### src/scr_pkg.sv
package scr_pkg;

	localparam int ADDR_W = 8;
	localparam int DATA_W = 8;
	localparam int SP_W = 16;
	localparam int LEVELS = 8;
	localparam int LEVEL_W = 3;

	localparam logic [ADDR_W-1:0] ADDR_STACK_POINTER_HIGH = 8'hd8;
	localparam logic [ADDR_W-1:0] ADDR_STACK_POINTER_LOW = 8'hd9;
	localparam logic [ADDR_W-1:0] ADDR_STOP_GUARD = 8'hdc;
	localparam logic [ADDR_W-1:0] ADDR_SYSTEM_MODE = 8'hde;

	localparam logic [DATA_W-1:0] STOP_GUARD_MAGIC = 8'ha5;
	localparam logic [DATA_W-1:0] STOP_GUARD_RESET = 8'h00;

	localparam int SYM_SPARE_BIT = 7;
	localparam int SYM_LEVEL_LSB = 2;
	localparam int SYM_LEVEL_MSB = 4;
	localparam int SYM_FAST_EN_BIT = 1;
	localparam int SYM_GLOBAL_EN_BIT = 0;

	typedef struct packed {
		logic [ADDR_W-1:0] addr;
		logic wr;
		logic rd;
		logic direct;
		logic [DATA_W-1:0] wdata;
	} scr_req_t;

	typedef struct packed {
		logic stop_enter;
		logic stop_reset;
	} scr_stop_t;

endpackage

### src/scr_fast_decode.sv
`timescale 1ns/1ns
module scr_fast_decode #(
	parameter int LEVELS = 8,
	parameter int LEVEL_W = 3
) (
	input wire logic [LEVEL_W-1:0] level_i,
	input wire logic enable_i,
	output logic [LEVELS-1:0] fast_o
);
	// one-hot, at most one level at a time
	always_comb begin
		fast_o = '0;
		if (enable_i) begin
			fast_o[level_i] = 1'b1;
		end
	end
endmodule

### src/scr_system_control.sv
`timescale 1ns/1ns
// How it works
// - high stack pointer byte holds stack bits 15..8, read and write.
// - low stack pointer byte holds stack bits 7..0, read and write.
// - high stack pointer byte sits at register address d8.
// - reset leaves both stack pointer bytes untouched.
// - stop permitted only while guard holds 10100101.
// - any other guard value means stop is disabled.
// - stop without the pattern is refused and raises a reset.
// - low pointer, guard and mode reachable by direct addressing only.
// - fast enable applies fast handling to the selected level only.
// - only one level is ever marked for fast handling.
module scr_system_control
	import scr_pkg::*;
(
	input wire logic clk_i,
	input wire logic rst_n_i,
	input wire scr_pkg::scr_req_t req_i,
	output logic [scr_pkg::DATA_W-1:0] rdata_o,
	output logic rvalid_o,
	input wire logic sp_load_i,
	input wire logic [scr_pkg::SP_W-1:0] sp_load_data_i,
	output logic [scr_pkg::SP_W-1:0] sp_o,
	input wire logic stop_exec_i,
	output scr_pkg::scr_stop_t stop_o,
	input wire logic enable_interrupts_instruction_i,
	output logic global_int_en_o,
	output logic [scr_pkg::LEVELS-1:0] fast_irq_o
);
	import scr_pkg::*;

	logic rst_meta_reg;
	logic rst_sync_reg;
	logic [DATA_W-1:0] stack_pointer_high_reg;
	logic [DATA_W-1:0] stack_pointer_low_reg;
	logic [DATA_W-1:0] stop_guard_reg;
	logic sym_spare_reg;
	logic [LEVEL_W-1:0] sym_level_reg;
	logic sym_fast_en_reg;
	logic sym_global_en_reg;
	logic [DATA_W-1:0] rdata_next;
	logic stop_allowed;

	function automatic logic hit(input scr_req_t r, input logic [ADDR_W-1:0] a,
		input logic direct_only);
		hit = (r.addr == a) && (r.direct || !direct_only);
	endfunction

	always_ff @(posedge clk_i or negedge rst_n_i) begin
		if (!rst_n_i) begin
			rst_meta_reg <= 1'b0;
			rst_sync_reg <= 1'b0;
		end else begin
			rst_meta_reg <= 1'b1;
			rst_sync_reg <= rst_meta_reg;
		end
	end

	// stack pointer bytes carry no reset
	always_ff @(posedge clk_i) begin
		if (sp_load_i) begin
			stack_pointer_high_reg <= sp_load_data_i[SP_W-1:DATA_W];
		end else if (req_i.wr && hit(req_i, ADDR_STACK_POINTER_HIGH, 1'b0)) begin
			stack_pointer_high_reg <= req_i.wdata;
		end
	end

	always_ff @(posedge clk_i) begin
		if (sp_load_i) begin
			stack_pointer_low_reg <= sp_load_data_i[DATA_W-1:0];
		end else if (req_i.wr && hit(req_i, ADDR_STACK_POINTER_LOW, 1'b1)) begin
			stack_pointer_low_reg <= req_i.wdata;
		end
	end

	assign sp_o = {stack_pointer_high_reg, stack_pointer_low_reg};

	always_ff @(posedge clk_i or negedge rst_sync_reg) begin
		if (!rst_sync_reg) begin
			stop_guard_reg <= STOP_GUARD_RESET;
		end else if (req_i.wr && hit(req_i, ADDR_STOP_GUARD, 1'b1)) begin
			stop_guard_reg <= req_i.wdata;
		end
	end

	assign stop_allowed = (stop_guard_reg == STOP_GUARD_MAGIC);

	always_ff @(posedge clk_i or negedge rst_sync_reg) begin
		if (!rst_sync_reg) begin
			stop_o <= '0;
		end else begin
			stop_o.stop_enter <= stop_exec_i && stop_allowed;
			stop_o.stop_reset <= stop_exec_i && !stop_allowed;
		end
	end

	// enable bits and spare bit: cleared by reset
	always_ff @(posedge clk_i or negedge rst_sync_reg) begin
		if (!rst_sync_reg) begin
			sym_spare_reg <= 1'b0;
			sym_fast_en_reg <= 1'b0;
			sym_global_en_reg <= 1'b0;
		end else begin
			if (req_i.wr && hit(req_i, ADDR_SYSTEM_MODE, 1'b1)) begin
				sym_spare_reg <= req_i.wdata[SYM_SPARE_BIT];
				sym_fast_en_reg <= req_i.wdata[SYM_FAST_EN_BIT];
				sym_global_en_reg <= req_i.wdata[SYM_GLOBAL_EN_BIT];
			end
			if (enable_interrupts_instruction_i) begin
				sym_global_en_reg <= 1'b1;
			end
		end
	end

	// level field has no reset value
	always_ff @(posedge clk_i) begin
		if (req_i.wr && hit(req_i, ADDR_SYSTEM_MODE, 1'b1)) begin
			sym_level_reg <= req_i.wdata[SYM_LEVEL_MSB:SYM_LEVEL_LSB];
		end
	end

	assign global_int_en_o = sym_global_en_reg;

	scr_fast_decode #(
		.LEVELS(LEVELS),
		.LEVEL_W(LEVEL_W)
	) scr_fast_decode_inst (
		.level_i(sym_level_reg),
		.enable_i(sym_fast_en_reg),
		.fast_o(fast_irq_o)
	);

	always_comb begin
		rdata_next = '0;
		if (hit(req_i, ADDR_STACK_POINTER_HIGH, 1'b0)) begin
			rdata_next = stack_pointer_high_reg;
		end else if (hit(req_i, ADDR_STACK_POINTER_LOW, 1'b1)) begin
			rdata_next = stack_pointer_low_reg;
		end else if (hit(req_i, ADDR_STOP_GUARD, 1'b1)) begin
			rdata_next = stop_guard_reg;
		end else if (hit(req_i, ADDR_SYSTEM_MODE, 1'b1)) begin
			rdata_next[SYM_SPARE_BIT] = sym_spare_reg;
			rdata_next[SYM_LEVEL_MSB:SYM_LEVEL_LSB] = sym_level_reg;
			rdata_next[SYM_FAST_EN_BIT] = sym_fast_en_reg;
			rdata_next[SYM_GLOBAL_EN_BIT] = sym_global_en_reg;
		end
	end

	always_ff @(posedge clk_i or negedge rst_sync_reg) begin
		if (!rst_sync_reg) begin
			rdata_o <= '0;
			rvalid_o <= 1'b0;
		end else begin
			rvalid_o <= req_i.rd;
			if (req_i.rd) begin
				rdata_o <= rdata_next;
			end
		end
	end

	chk_sph_write: assert property (@(posedge clk_i) disable iff (!rst_sync_reg)
		req_i.wr && req_i.addr == ADDR_STACK_POINTER_HIGH && !sp_load_i
		|=> sp_o[SP_W-1:DATA_W] == $past(req_i.wdata))
		else $error("high stack byte not written");

	chk_spl_write: assert property (@(posedge clk_i) disable iff (!rst_sync_reg)
		req_i.wr && req_i.direct && req_i.addr == ADDR_STACK_POINTER_LOW && !sp_load_i
		|=> sp_o[DATA_W-1:0] == $past(req_i.wdata))
		else $error("low stack byte not written");

	chk_sph_read_back: assert property (@(posedge clk_i) disable iff (!rst_sync_reg)
		req_i.rd && req_i.addr == ADDR_STACK_POINTER_HIGH
		|=> rvalid_o && rdata_o == $past(sp_o[SP_W-1:DATA_W]))
		else $error("high stack byte read wrong");

	chk_indirect_ignored: assert property (@(posedge clk_i) disable iff (!rst_sync_reg)
		req_i.wr && !req_i.direct && req_i.addr == ADDR_STOP_GUARD
		|=> $stable(stop_guard_reg))
		else $error("indirect write reached guard");

	chk_stop_granted: assert property (@(posedge clk_i) disable iff (!rst_sync_reg)
		stop_exec_i && stop_guard_reg == STOP_GUARD_MAGIC
		|=> stop_o.stop_enter && !stop_o.stop_reset)
		else $error("stop not granted with pattern");

	chk_stop_refused: assert property (@(posedge clk_i) disable iff (!rst_sync_reg)
		stop_exec_i && stop_guard_reg != STOP_GUARD_MAGIC
		|=> stop_o.stop_reset && !stop_o.stop_enter)
		else $error("stop not refused without pattern");

	chk_stop_quiet: assert property (@(posedge clk_i) disable iff (!rst_sync_reg)
		!stop_exec_i |=> !stop_o.stop_enter && !stop_o.stop_reset)
		else $error("stop pulse without request");

	chk_fast_level: assert property (@(posedge clk_i) disable iff (!rst_sync_reg)
		req_i.wr && req_i.direct && req_i.addr == ADDR_SYSTEM_MODE
		&& req_i.wdata[SYM_FAST_EN_BIT]
		|=> fast_irq_o == (LEVELS'(1) << $past(req_i.wdata[SYM_LEVEL_MSB:SYM_LEVEL_LSB])))
		else $error("fast level mismatch");

	chk_fast_onehot: assert property (@(posedge clk_i) disable iff (!rst_sync_reg)
		$onehot0(fast_irq_o) && (sym_fast_en_reg || fast_irq_o == '0))
		else $error("more than one fast level");

	chk_reset_clears: assert property (@(posedge clk_i)
		$rose(rst_sync_reg) |-> !global_int_en_o && fast_irq_o == '0)
		else $error("enables not cleared by reset");

	chk_ei_sets: assert property (@(posedge clk_i) disable iff (!rst_sync_reg)
		enable_interrupts_instruction_i |=> global_int_en_o)
		else $error("enable instruction ignored");

endmodule

### config.mk
export PLATFORM = sky130hd
export DESIGN_NAME = scr_system_control
export DESIGN_NICKNAME = d
export VERILOG_FILES = /design/src/scr_pkg.sv /design/src/scr_fast_decode.sv /design/src/scr_system_control.sv
export SDC_FILE = /design/constraint.sdc
export NUM_CORES = 1
export LEC_CHECK = 0
export ABC_AREA = 1
export ABC_CLOCK_PERIOD_IN_PS = 800
export BUFFER_PORTS_ARGS = -buffer_cell sky130_fd_sc_hd__buf_4
export CAP_MARGIN = 10
export CORE_MARGIN = 2
export CORE_UTILIZATION = 45
export DETAILED_ROUTE_END_ITERATION = 10
export GPL_ROUTABILITY_DRIVEN = 1
export PLACE_DENSITY = 0.74
export SLEW_MARGIN = 10
export SYNTH_ARGS = -nofsm -noshare
export SYNTH_HDL_FRONTEND = slang
export SYNTH_HIERARCHICAL = 1
export SYNTH_SLANG_ARGS = --single-unit
export TNS_END_PERCENT = 50
### constraint.sdc
create_clock -name clk_i -period 0.8 [get_ports clk_i]
set_clock_uncertainty 0.05 [all_clocks]
set_input_delay 0 -clock clk_i [delete_from_list [all_inputs] [get_ports clk_i]]
set_output_delay 0 -clock clk_i [all_outputs]
set_load 0.02 [all_outputs]
==> results by group, run 1 <==
Outcome
  • Status: finished with violations
  • Violated checks: hold timing, setup timing

Synthesis
  • Warnings, synthesis: 6
  • Synthesized cell area: around 2200 sq um
  • Mapped Nets: roughly 290
  • Synth Area in Compound Gates: just over 8%
  • Synth Area per Inst: between 8 and 9 sq um
  • Top post-synthesis cells by area: dfrtp_1 28%, edfxtp_1 26%, nand2_1 17%
  • Share of the yosys chip area belonging to registers: ~54%
  • Unique masters post-synth: 29
  • EDFF count, synth: 19
  • XOR/XNOR share of the synthesized area: 0%
  • Asr flop ratio synth: 55.81%
  • Synth Register Bits: 43
  • Fraction of the mapped netlist area in simple logic gates: around a third
  • Synth Instances: 246
  • Mux contribution to synthesized area: 0%
  • Synth Area in Adders: 0%
  • Ys flop type: dfrtp_1
  • Post-synth top area cell: dfrtp_1
  • Main combinational cell family by area after synthesis: simple AND/OR/NAND/NOR gates
  • Yosys top cell area share: approximately 28%

Clock network
  • CTS tree: built
  • # clock sinks: 43
  • Clk_lat worst skew: ~300 ps
  • Total clock buffers created by CTS: 5
  • CTS H-Tree Depth: 2
  • Max clock buf depth: 2
  • Clock root buffer: clkbuf_8
  • CTS clk-pin slew, worst paths: about 70 ps

Drt
  • Wire per inst: ~16 um
  • Vias: between 2000 and 2500
  • Routed Antenna Nets: 0
  • Wirelength, routed: 7.632 mm
  • Final routed DRC violation total: 0
  • Vias per cell: 5.232
  • Drt pass-1 iters: 4
  • Initial DRC count: 180

STA
  • Unrepaired setup endpoints after global routing: yes
  • Maximum operating frequency: around 0.8 GHz
  • Fin Hold WS: -39.65 ps
  • Crit share post-route: 154.1%
  • Final setup violation count: 54
  • Min Tclk post-route: 1233 ps
  • Hold Vio Cnt, Final: 4
  • Final Slew Violations: 0
  • Final worst setup slack: -433.0 ps
  • TNS Setup: -11250 ps

Cells and area
  • Final net count: 451
  • Share of layout cells above drive strength 1: between 40% and 50%
  • Multi-input logic area: about 1100 sq um
  • Final non-filler cell total: between 400 and 500
  • Filler cells: roughly 230
  • Post-route cell area: ~4100 sq um
  • Synthesis-to-layout area growth: 85.99%
  • FF/Latch Area: between 1000 and 1500 sq um
  • Antenna Diode Count: 0

Setup path
  • Slowest Stage Delay on Critical Path: roughly 400 ps
  • Most frequent CP cell: buf_6
  • CP Launch Type: flip-flop
  • Worst path buffer plus inverter count: 3
  • Top Family by Delay on Critical Path: flip-flops
  • Worst path cell trace: buf_6, inv_6, nand2_4, nor2_4, buf_6
  • Crit Path Class: reg -> out
  • Critical-path top delay cell: edfxtp_1
  • Crit. End Element: output port
  • Crit-path max FO: 3
  • Critical Path AT: approximately 1200 ps
  • Crit path required time: 750 ps

Place
  • Post-DP HPWL: approximately 4.6 mm
  • Placed cells: 411
  • DP Area: about 3200 sq um
  • GP Congestion: between 0.8 and 0.9
  • Number of port buffers: 75
  • Dpl ws: -371.8 ps

GRT
  • Vias in the first global route: between 2000 and 2500
  • GRT overflow: 0
  • First-pass GRT wire length: 10.74 mm
  • Largest net degree at the start of global routing: 23
  • All-Layer GR Usage: 26.67%
  • Antenna violations before repair: 0

Floorplanning
  • Rows: 25
  • Initial core utilization: 46.43%
  • Die ar.: 5413 sq um
  • Die height: about 74 um
  • Core ar.: ~4700 sq um
  • # IOs: 76
  • Die X: roughly 74 um

Power
  • Leakage: around 2.1 nW
  • Maximum VDD drop: ~0.00097 V
  • Power per cell area: 1262 nW/um^2

Hold path
  • Hold WC Path Type: in -> reg

Job
  • Max cap viols: 0
==> cell type report <==
cell class	count	area share, %
Inverter	22	2.903
Sequential cell	43	28.97
Timing Repair Buffer	165	38.42
Multi-Input combinational cell	174	25.94
Tap cell	54	1.668
Clock buffer	6	1.791
Clock inverter	2	0.3088
==> cells in the mapped netlist, types with 2 or more instances <==
cell and count:
buf_2 2, o21ai_2 6, a21oi_2 2, o21bai_1 12, nand4_1 16, nor2_1 13, nor2_2 2, nand3_1 10
nand2_1 97, inv_1 19, o21ai_0 2, nand2_2 3, clkbuf_1 3, dfrtp_1 24, nand3_2 2, edfxtp_1 19
buf_6 2
==> final timing paths <==
kind,from,to,slack [ps],cells past startpoint
min reg2reg,rst_sync_reg,rdata_o[6],160,1
max,sym_level_reg[2],fast_irq_o[2],-430,5
min in group asynchronous,rst_sync_reg,rdata_o[6],160,1
max in group asynchronous,rst_n_i,rst_meta_reg,70,3
min,req_i[3],sym_level_reg[1],-40,2
max reg2reg,sym_level_reg[1],rdata_o[3],-410,6
==> power breakdown <==
| part | internal, W | switching, W | total, W | leakage, nW |
|---|---|---|---|---|
| Sequential | 0.00243 | 0.0000823 | 0.00251 | 0.491 |
| Clock | 0.000611 | 0.000763 | 0.00137 | 0.0412 |
| Combinational | 0.000683 | 0.000543 | 0.00123 | 1.59 |
==> what timing repair did <==
action,4_1_cts,5_1_grt
setup endpoints to repair,59,92
gates resized for setup,27,70
pin swaps,17,23
hold buffers,29,3
setup buffers,7,10
endpoints found under the hold margin,37,6
==> cells in the final DEF (no fill, tap or decap), types with 4 or more instances in the layout <==
master	netlist	layout
buf_12	0	4
buf_4	0	84
buf_6	2	52
clkbuf_8	0	5
dfrtp_1	24	22
dlygate4sd3_1	0	21
dlymetal6s4s_1	0	4
edfxtp_1	19	19
inv_1	19	10
inv_2	1	5
nand2_1	97	81
nand2_2	3	10
nand2_4	1	8
nand3_1	10	9
nand4_1	16	16
nor2_1	13	8
nor2_4	1	5
o21ai_2	6	6
o21bai_1	12	12
==> worst register-to-register path: cells and delay by family (launching register included) <==
kind / cells / cell delay, ps
flip-flops: 1 / 430
AO/OA/AOI/OAI: 1 / 120
buffers and inverters: 2 / 290
AND/OR/NAND/NOR: 3 / 220
==> per-layer routing <==
metal  vias to the layer above  share of wire [%]  global-route usage (%)
met4                         0                3.0                   9.091
met5                         -                  0                       0
li1                       1143                  -                       -
met1                      1145                 37                   32.71
met2                       126                 53                   47.22
met3                        24                7.0                   4.527
==> through the flow <==
stage / power [W] / util, %
after floorplan: 0.002885 / -
after global placement: 0.003427 / 68.93
after detailed placement: 0.003441 / 68.93
after CTS: 0.004959 / 80.11
after global routing: 0.005269 / 86.35
final: 0.005111 / 86.35
==> cell families after synthesis <==
logic type / count (synthesis)
AND/OR/NAND/NOR: 150
flip-flops: 43
buffers and inverters: 29
AO/OA/AOI/OAI: 23
other: 1
Power figures use the tool's default switching activity.
==> run 2, diff against run 1 <==
Settings changed: BUFFER_PORTS_ARGS -buffer_cell sky130_fd_sc_hd__buf_4 to -buffer_cell sky130_fd_sc_hd__buf_2, CAP_MARGIN 10 to unset.
==> run 2 against run 1 <==
The run still ends with hold timing, setup timing left; flip-flop and latch count unchanged; highest routed layer unchanged; sequential share of layout area increased by 2.2 points; combinational power is 7% lower; final area shrank 7.0%; sequential power barely moved; setup slack better by 18 ps; hold slack improved by 16 ps; utilization shrank 6.1 points; die area is the same; total power down 1.0%; routed wire length shrank 2.9%; critical path depth down 1; critical path type unchanged.
==> results by group, run 2 (synthesized netlist as in run 1, its figures left out) <==
Hold path
  • Hold Path Origin: req_i[4]
  • Hold WC Path Type: in -> reg
  • Hold endpoint: stack_pointer_high_reg[4]
  • Worst hold stages: 3

Drt
  • Final routed DRC violation total: 0
  • Routed Antenna Nets: 0
  • Vias: about 2400
  • Wirelength, routed: around 7.4 mm
  • Vias per cell: between 5 and 6
  • Drt pass-1 iters: 4
  • Wire per inst: about 16 um
  • Initial DRC count: 180

Clock network
  • Clock root buffer: clkbuf_8
  • Clk_lat worst skew: roughly 300 ps
  • CTS tree: built
  • CTS clk-pin slew, worst paths: about 80 ps
  • Total clock buffers created by CTS: 5
  • Hold buffers post-CTS: 29
  • # clock sinks: 43
  • CTS H-Tree Depth: 2
  • Max clock buf depth: 2

Place
  • Number of port buffers: 75
  • DP Area: between 3000 and 4000 sq um
  • Dpl ws: -413.6 ps
  • GP Congestion: around 0.86
  • Post-DP HPWL: 4.335 mm
  • Placed cells: 410

STA
  • Final Slew Violations: 0
  • Maximum operating frequency: roughly 0.82 GHz
  • Crit share post-route: 151.9%
  • Min Tclk post-route: between 1000 and 1500 ps
  • Final worst setup slack: -414.9 ps
  • Fin Hold WS: -24.08 ps
  • Unrepaired setup endpoints after global routing: yes
  • Final setup violation count: 58
  • Hold Vio Cnt, Final: 2
  • TNS Setup: -10710 ps

Setup path
  • Worst reg2reg path depth: 5
  • Crit-path max FO: 4
  • Reg-to-Reg Start: sym_level_reg[2]
  • Top Family by Delay on Critical Path: flip-flops
  • Critical-path top delay cell: edfxtp_1
  • Slowest Stage Delay on Critical Path: roughly 440 ps
  • Most frequent CP cell: buf_4
  • Crit Path Class: reg -> out
  • Crit path required time: about 750 ps
  • Crit. End Element: output port
  • Register-to-register setup slack: -360 ps
  • Worst R2R End: rdata_o[4]
  • Worst path buffer plus inverter count: 2
  • Worst path cell trace: buf_4, nand2_1, nor2_1, buf_4
  • CP Launch Type: flip-flop
  • Critical Path AT: roughly 1200 ps

Cells and area
  • Post-route cell area: 3767 sq um
  • Final net count: between 400 and 500
  • Commonest non-fill, non-tap cells in the layout: 83 x nand2_1, 49 x buf_2, 40 x buf_4, 36 x buf_6
  • Final Core Density: 80.29%
  • Antenna Diode Count: 0
  • Synthesis-to-layout area growth: 72.95%
  • Commonest non-fill, non-tap cell in the layout: nand2_1
  • Share of layout cells above drive strength 1: 46.15%
  • Final non-filler cell total: between 400 and 500

GRT
  • Vias in the first global route: about 2300
  • First-pass GRT wire length: about 11 mm
  • All-Layer GR Usage: between 20% and 30%
  • Antenna violations before repair: 0
  • Largest net degree at the start of global routing: 23
  • GRT overflow: 0

Power
  • Power per cell area: approximately 1300 nW/um^2
  • Leakage: about 2.0 nW
  • Maximum VDD drop: ~0.0012 V

Floorplanning
  • Rows: 25
  • # IOs: 76
  • Core ar.: roughly 4700 sq um
  • Initial core utilization: a little under half
  • Die height: approximately 74 um
  • Die X: 73.58 um
  • Die ar.: 5413 sq um

Outcome
  • Violated checks: hold timing, setup timing
  • Status: finished with violations

Job
  • Max cap viols: 0
-- run 2: cell count changes in the layout (fill, tap and decap cells not counted), moves of 5 or more --
cell    before  now
buf_2        0   49
buf_4       84   40
buf_6       52   36
inv_2        5   10
nor2_1       8   13
-- run 2: power breakdown --
part	switching, W	leakage, nW	internal [W]
Sequential	0.0000812	0.493	0.00243
Combinational	0.000535	1.46	0.000613
Clock	0.000710	0.0459	0.000691
Total	0.00133	2.00	0.00373
-- run 2: how the worst max path moves through the flow --
stage | cells after the start | from | slack [ps] | end
after floorplan | 4 | stack_pointer_low_reg[7] | -160 | rdata_o[7]
after global placement | 9 | req_i[16] | -370 | rdata_o[7]
after detailed placement | 9 | req_i[16] | -410 | rdata_o[3]
after CTS | 4 | sym_level_reg[2] | -410 | fast_irq_o[0]
after global routing | 4 | sym_level_reg[2] | -480 | fast_irq_o[2]
final | 4 | sym_level_reg[1] | -410 | fast_irq_o[3]
-- run 2: layout make-up --
cell class              count  area (sq um)
fillers                   286         924.6
flip-flops and latches     43          1172
inverters                  22         105.1
clock buffers               7         86.33
clock inverters             1         3.754
multi-input cells         174          1021
repair buffers            156          1311
well taps                  54         67.56
-- run 2: timing repair --
| item | in CTS | in global routing |
|---|---|---|
| resized for setup | 58 | 36 |
| endpoints found under the setup margin | 64 | 71 |
| pin swaps | 27 | 10 |
| endpoints found under the hold margin | 37 | 2 |
| buffers inserted | 9 | 1 |
-- run 2: routing by layer --
| metal | wire length [um] | GRT usage (%) | part of all wire [%] |
|---|---|---|---|
| met2 | 3921 | 46.73 | 53 |
| met4 | 273 | 13.33 | 3.7 |
| met1 | 2650 | 32.12 | 36 |
| met5 | 0 | 0 | 0 |
| met3 | 562 | 5.213 | 7.6 |
-- run 2: per-stage QoR --
stage | power (W) | hold slack [ps]
final | 0.005060 | -24.08
after global placement | 0.003311 | -265.9
after global routing | 0.005221 | -23.14
after CTS | 0.004957 | -25.39
after detailed placement | 0.003325 | -262.8
after floorplan | 0.002885 | -345.6
-- run 2: worst register-to-register path: stages (launching register included) --
cell	delay (ps)
edfxtp_1	480
buf_4	170
nand4_1	70
nand2_1	90
o21bai_1	130
nand2_1	60
==> run 3, diff against run 2 <==
Settings changed: ABC_CLOCK_PERIOD_IN_PS 800 to unset, CORE_ASPECT_RATIO set to 1.75.
==> run 3 against run 2 <==
The run ends with setup timing left; flip-flop and latch count unchanged; global-route usage is 0.83 points lower; clock power up 23%; routed wire length down 2.6%; sequential share of layout area down 0.72 points; first-iteration DRC count decreased by 44%; hold slack better by 50 ps.
==> results by group, run 3 (synthesized netlist as in run 1, its figures left out) <==
STA
  • Final Slew Violations: 0
  • Maximum operating frequency: between 0.8 and 0.9 GHz
  • Min Tclk post-route: 1245 ps
  • Hold Vio Cnt, Final: 0
  • Final setup violation count: 50
  • Crit share post-route: 155.6%
  • Unrepaired setup endpoints after global routing: yes
  • TNS Setup: -11210 ps
  • Final worst setup slack: -444.7 ps

Setup path
  • Critical Path AT: 1190 ps
  • Register-to-register setup slack: -360 ps
  • Worst R2R End: rdata_o[4]
  • Worst reg2reg path depth: 5
  • Crit Path Class: reg -> out
  • Crit. End Element: output port
  • Worst path cell trace: buf_6, nand2_1, nor2_1, buf_4
  • Critical-path top delay cell: edfxtp_1
  • Slowest Stage Delay on Critical Path: roughly 440 ps
  • Reg-to-Reg Start: sym_level_reg[2]
  • Crit path required time: between 700 and 800 ps
  • CP Launch Type: flip-flop
  • Crit-path max FO: 3

GRT
  • GRT overflow: 0
  • Vias in the first global route: ~2300
  • Antenna violations before repair: 0
  • Largest net degree at the start of global routing: 23
  • First-pass GRT wire length: 10.63 mm
  • All-Layer GR Usage: a little over a quarter

Outcome
  • Status: finished with violations
  • Violated checks: setup timing

Cells and area
  • Share of layout cells above drive strength 1: 47.06%
  • Filler cells: between 200 and 300
  • Synthesis-to-layout area growth: 77.02%
  • Antenna Diode Count: 0
  • Commonest non-fill, non-tap cell in the layout: nand2_1
  • Commonest non-fill, non-tap cells in the layout: 80 x nand2_1, 46 x buf_2, 45 x buf_6, 37 x buf_4, 26 x dlygate4sd3_1
  • Final net count: 447
  • Multi-input logic area: roughly 1000 sq um
  • FF/Latch Area: 1172 sq um

Power
  • Leakage: 2.045 nW
  • Maximum VDD drop: 0.001461 V
  • Total power: between 0.005 and 0.006 W
  • Power per cell area: ~1400 nW/um^2

Hold path
  • Hold endpoint: stack_pointer_low_reg[2]
  • Hold Path Origin: req_i[2]
  • Hold WC Path Type: in -> reg
  • Worst hold stages: 3

Place
  • Number of port buffers: 75
  • Post-DP HPWL: 4.489 mm
  • Dpl ws: -387.0 ps
  • GP Congestion: between 0.7 and 0.8

Clock network
  • CTS tree: built
  • Clock root buffer: clkbuf_8
  • Clk_lat worst skew: around 300 ps
  • CTS H-Tree Depth: 2
  • CTS clk-pin slew, worst paths: ~90 ps
  • Total clock buffers created by CTS: 5
  • Max clock buf depth: 2
  • # clock sinks: 43

Drt
  • Vias: 2359
  • Drt pass-1 iters: 5
  • Routed Antenna Nets: 0
  • Wire per inst: approximately 16 um
  • Final routed DRC violation total: 0
  • Vias per cell: just over 5
  • Initial DRC count: 100
  • Wirelength, routed: 7.214 mm

Floorplanning
  • Die X: around 57 um
  • Die ar.: roughly 5400 sq um
  • Rows: 33
  • Die height: between 90 and 100 um
  • Core ar.: about 4700 sq um
  • # IOs: 76
  • Initial core utilization: between 40% and 50%

Job
  • Max cap viols: 0
## run 3: cell count changes in the layout (fill, tap and decap cells not counted), moves of 2 or more
cell           change
nand2_2            +3
dlygate4sd3_1      +3
inv_1              +2
buf_4              -3
buf_2              -3
inv_2              -2
nand2_1            -3
buf_6              +9
## run 3: critical path: cells and delay by family (launching register included)
family                 cells  cell delay, ps
buffers and inverters      2             300
DFF                        1             440
and+or+nand+nor            2             150
## run 3: final cells by class
class                   count  share of cell area (%)
clock buffers               5                   1.785
repair buffers            161                   36.11
clock inverters             3                   1.136
well taps                  52                   1.687
inverters                  22                   2.726
multi-input cells         174                   26.15
flip-flops and latches     43                   30.40
## run 3: routing by layer
layer	up-vias	track usage (%)	share of wire [%]
met5	-	0	0
li1	1134	-	-
met2	101	47.58	55
met4	0	17.46	4.8
met3	27	4.704	4.7
met1	1097	27.17	35
## run 3: worst max-delay path by stage
stage                                         from                   endpoint  slack [ps]  cells after the start
after global routing              sym_level_reg[1]              fast_irq_o[6]        -520                      4
final                             sym_level_reg[1]              fast_irq_o[6]        -440                      4
after detailed placement                 req_i[16]  stack_pointer_high_reg[7]        -390                      8
after floorplan           stack_pointer_low_reg[7]                 rdata_o[7]        -160                      4
after global placement                   req_i[16]   stack_pointer_low_reg[1]        -360                      7
after CTS                         sym_level_reg[2]              fast_irq_o[1]        -410                      4
## run 3: power breakdown
part	internal (W)	switching [W]	total [W]	leakage, nW
clock network	0.000930	0.000787	0.00172	0.0581
registers	0.00243	0.0000854	0.00251	0.493
logic	0.000641	0.000543	0.00118	1.49
## run 3: what timing repair did
action / 4_1_cts / 5_1_grt
hold buffers: 30 / 0
hold endpoints to repair: 37 / 0
resized for setup: 63 / 39
pin swaps: 16 / 9
setup buffers: 12 / 5
endpoints found under the setup margin: 65 / 79
## run 3: per-stage QoR
stage	hold slack [ps]	cells	area, sq um	util, %
floorplan	-345.6	246	2282	-
global placement	-266.1	405	3002	64.33
detailed placement	-264.8	405	3002	64.33
CTS	-5.480	455	3700	79.30
global route	38.03	460	3856	82.65
finish	25.94	460	3856	82.65
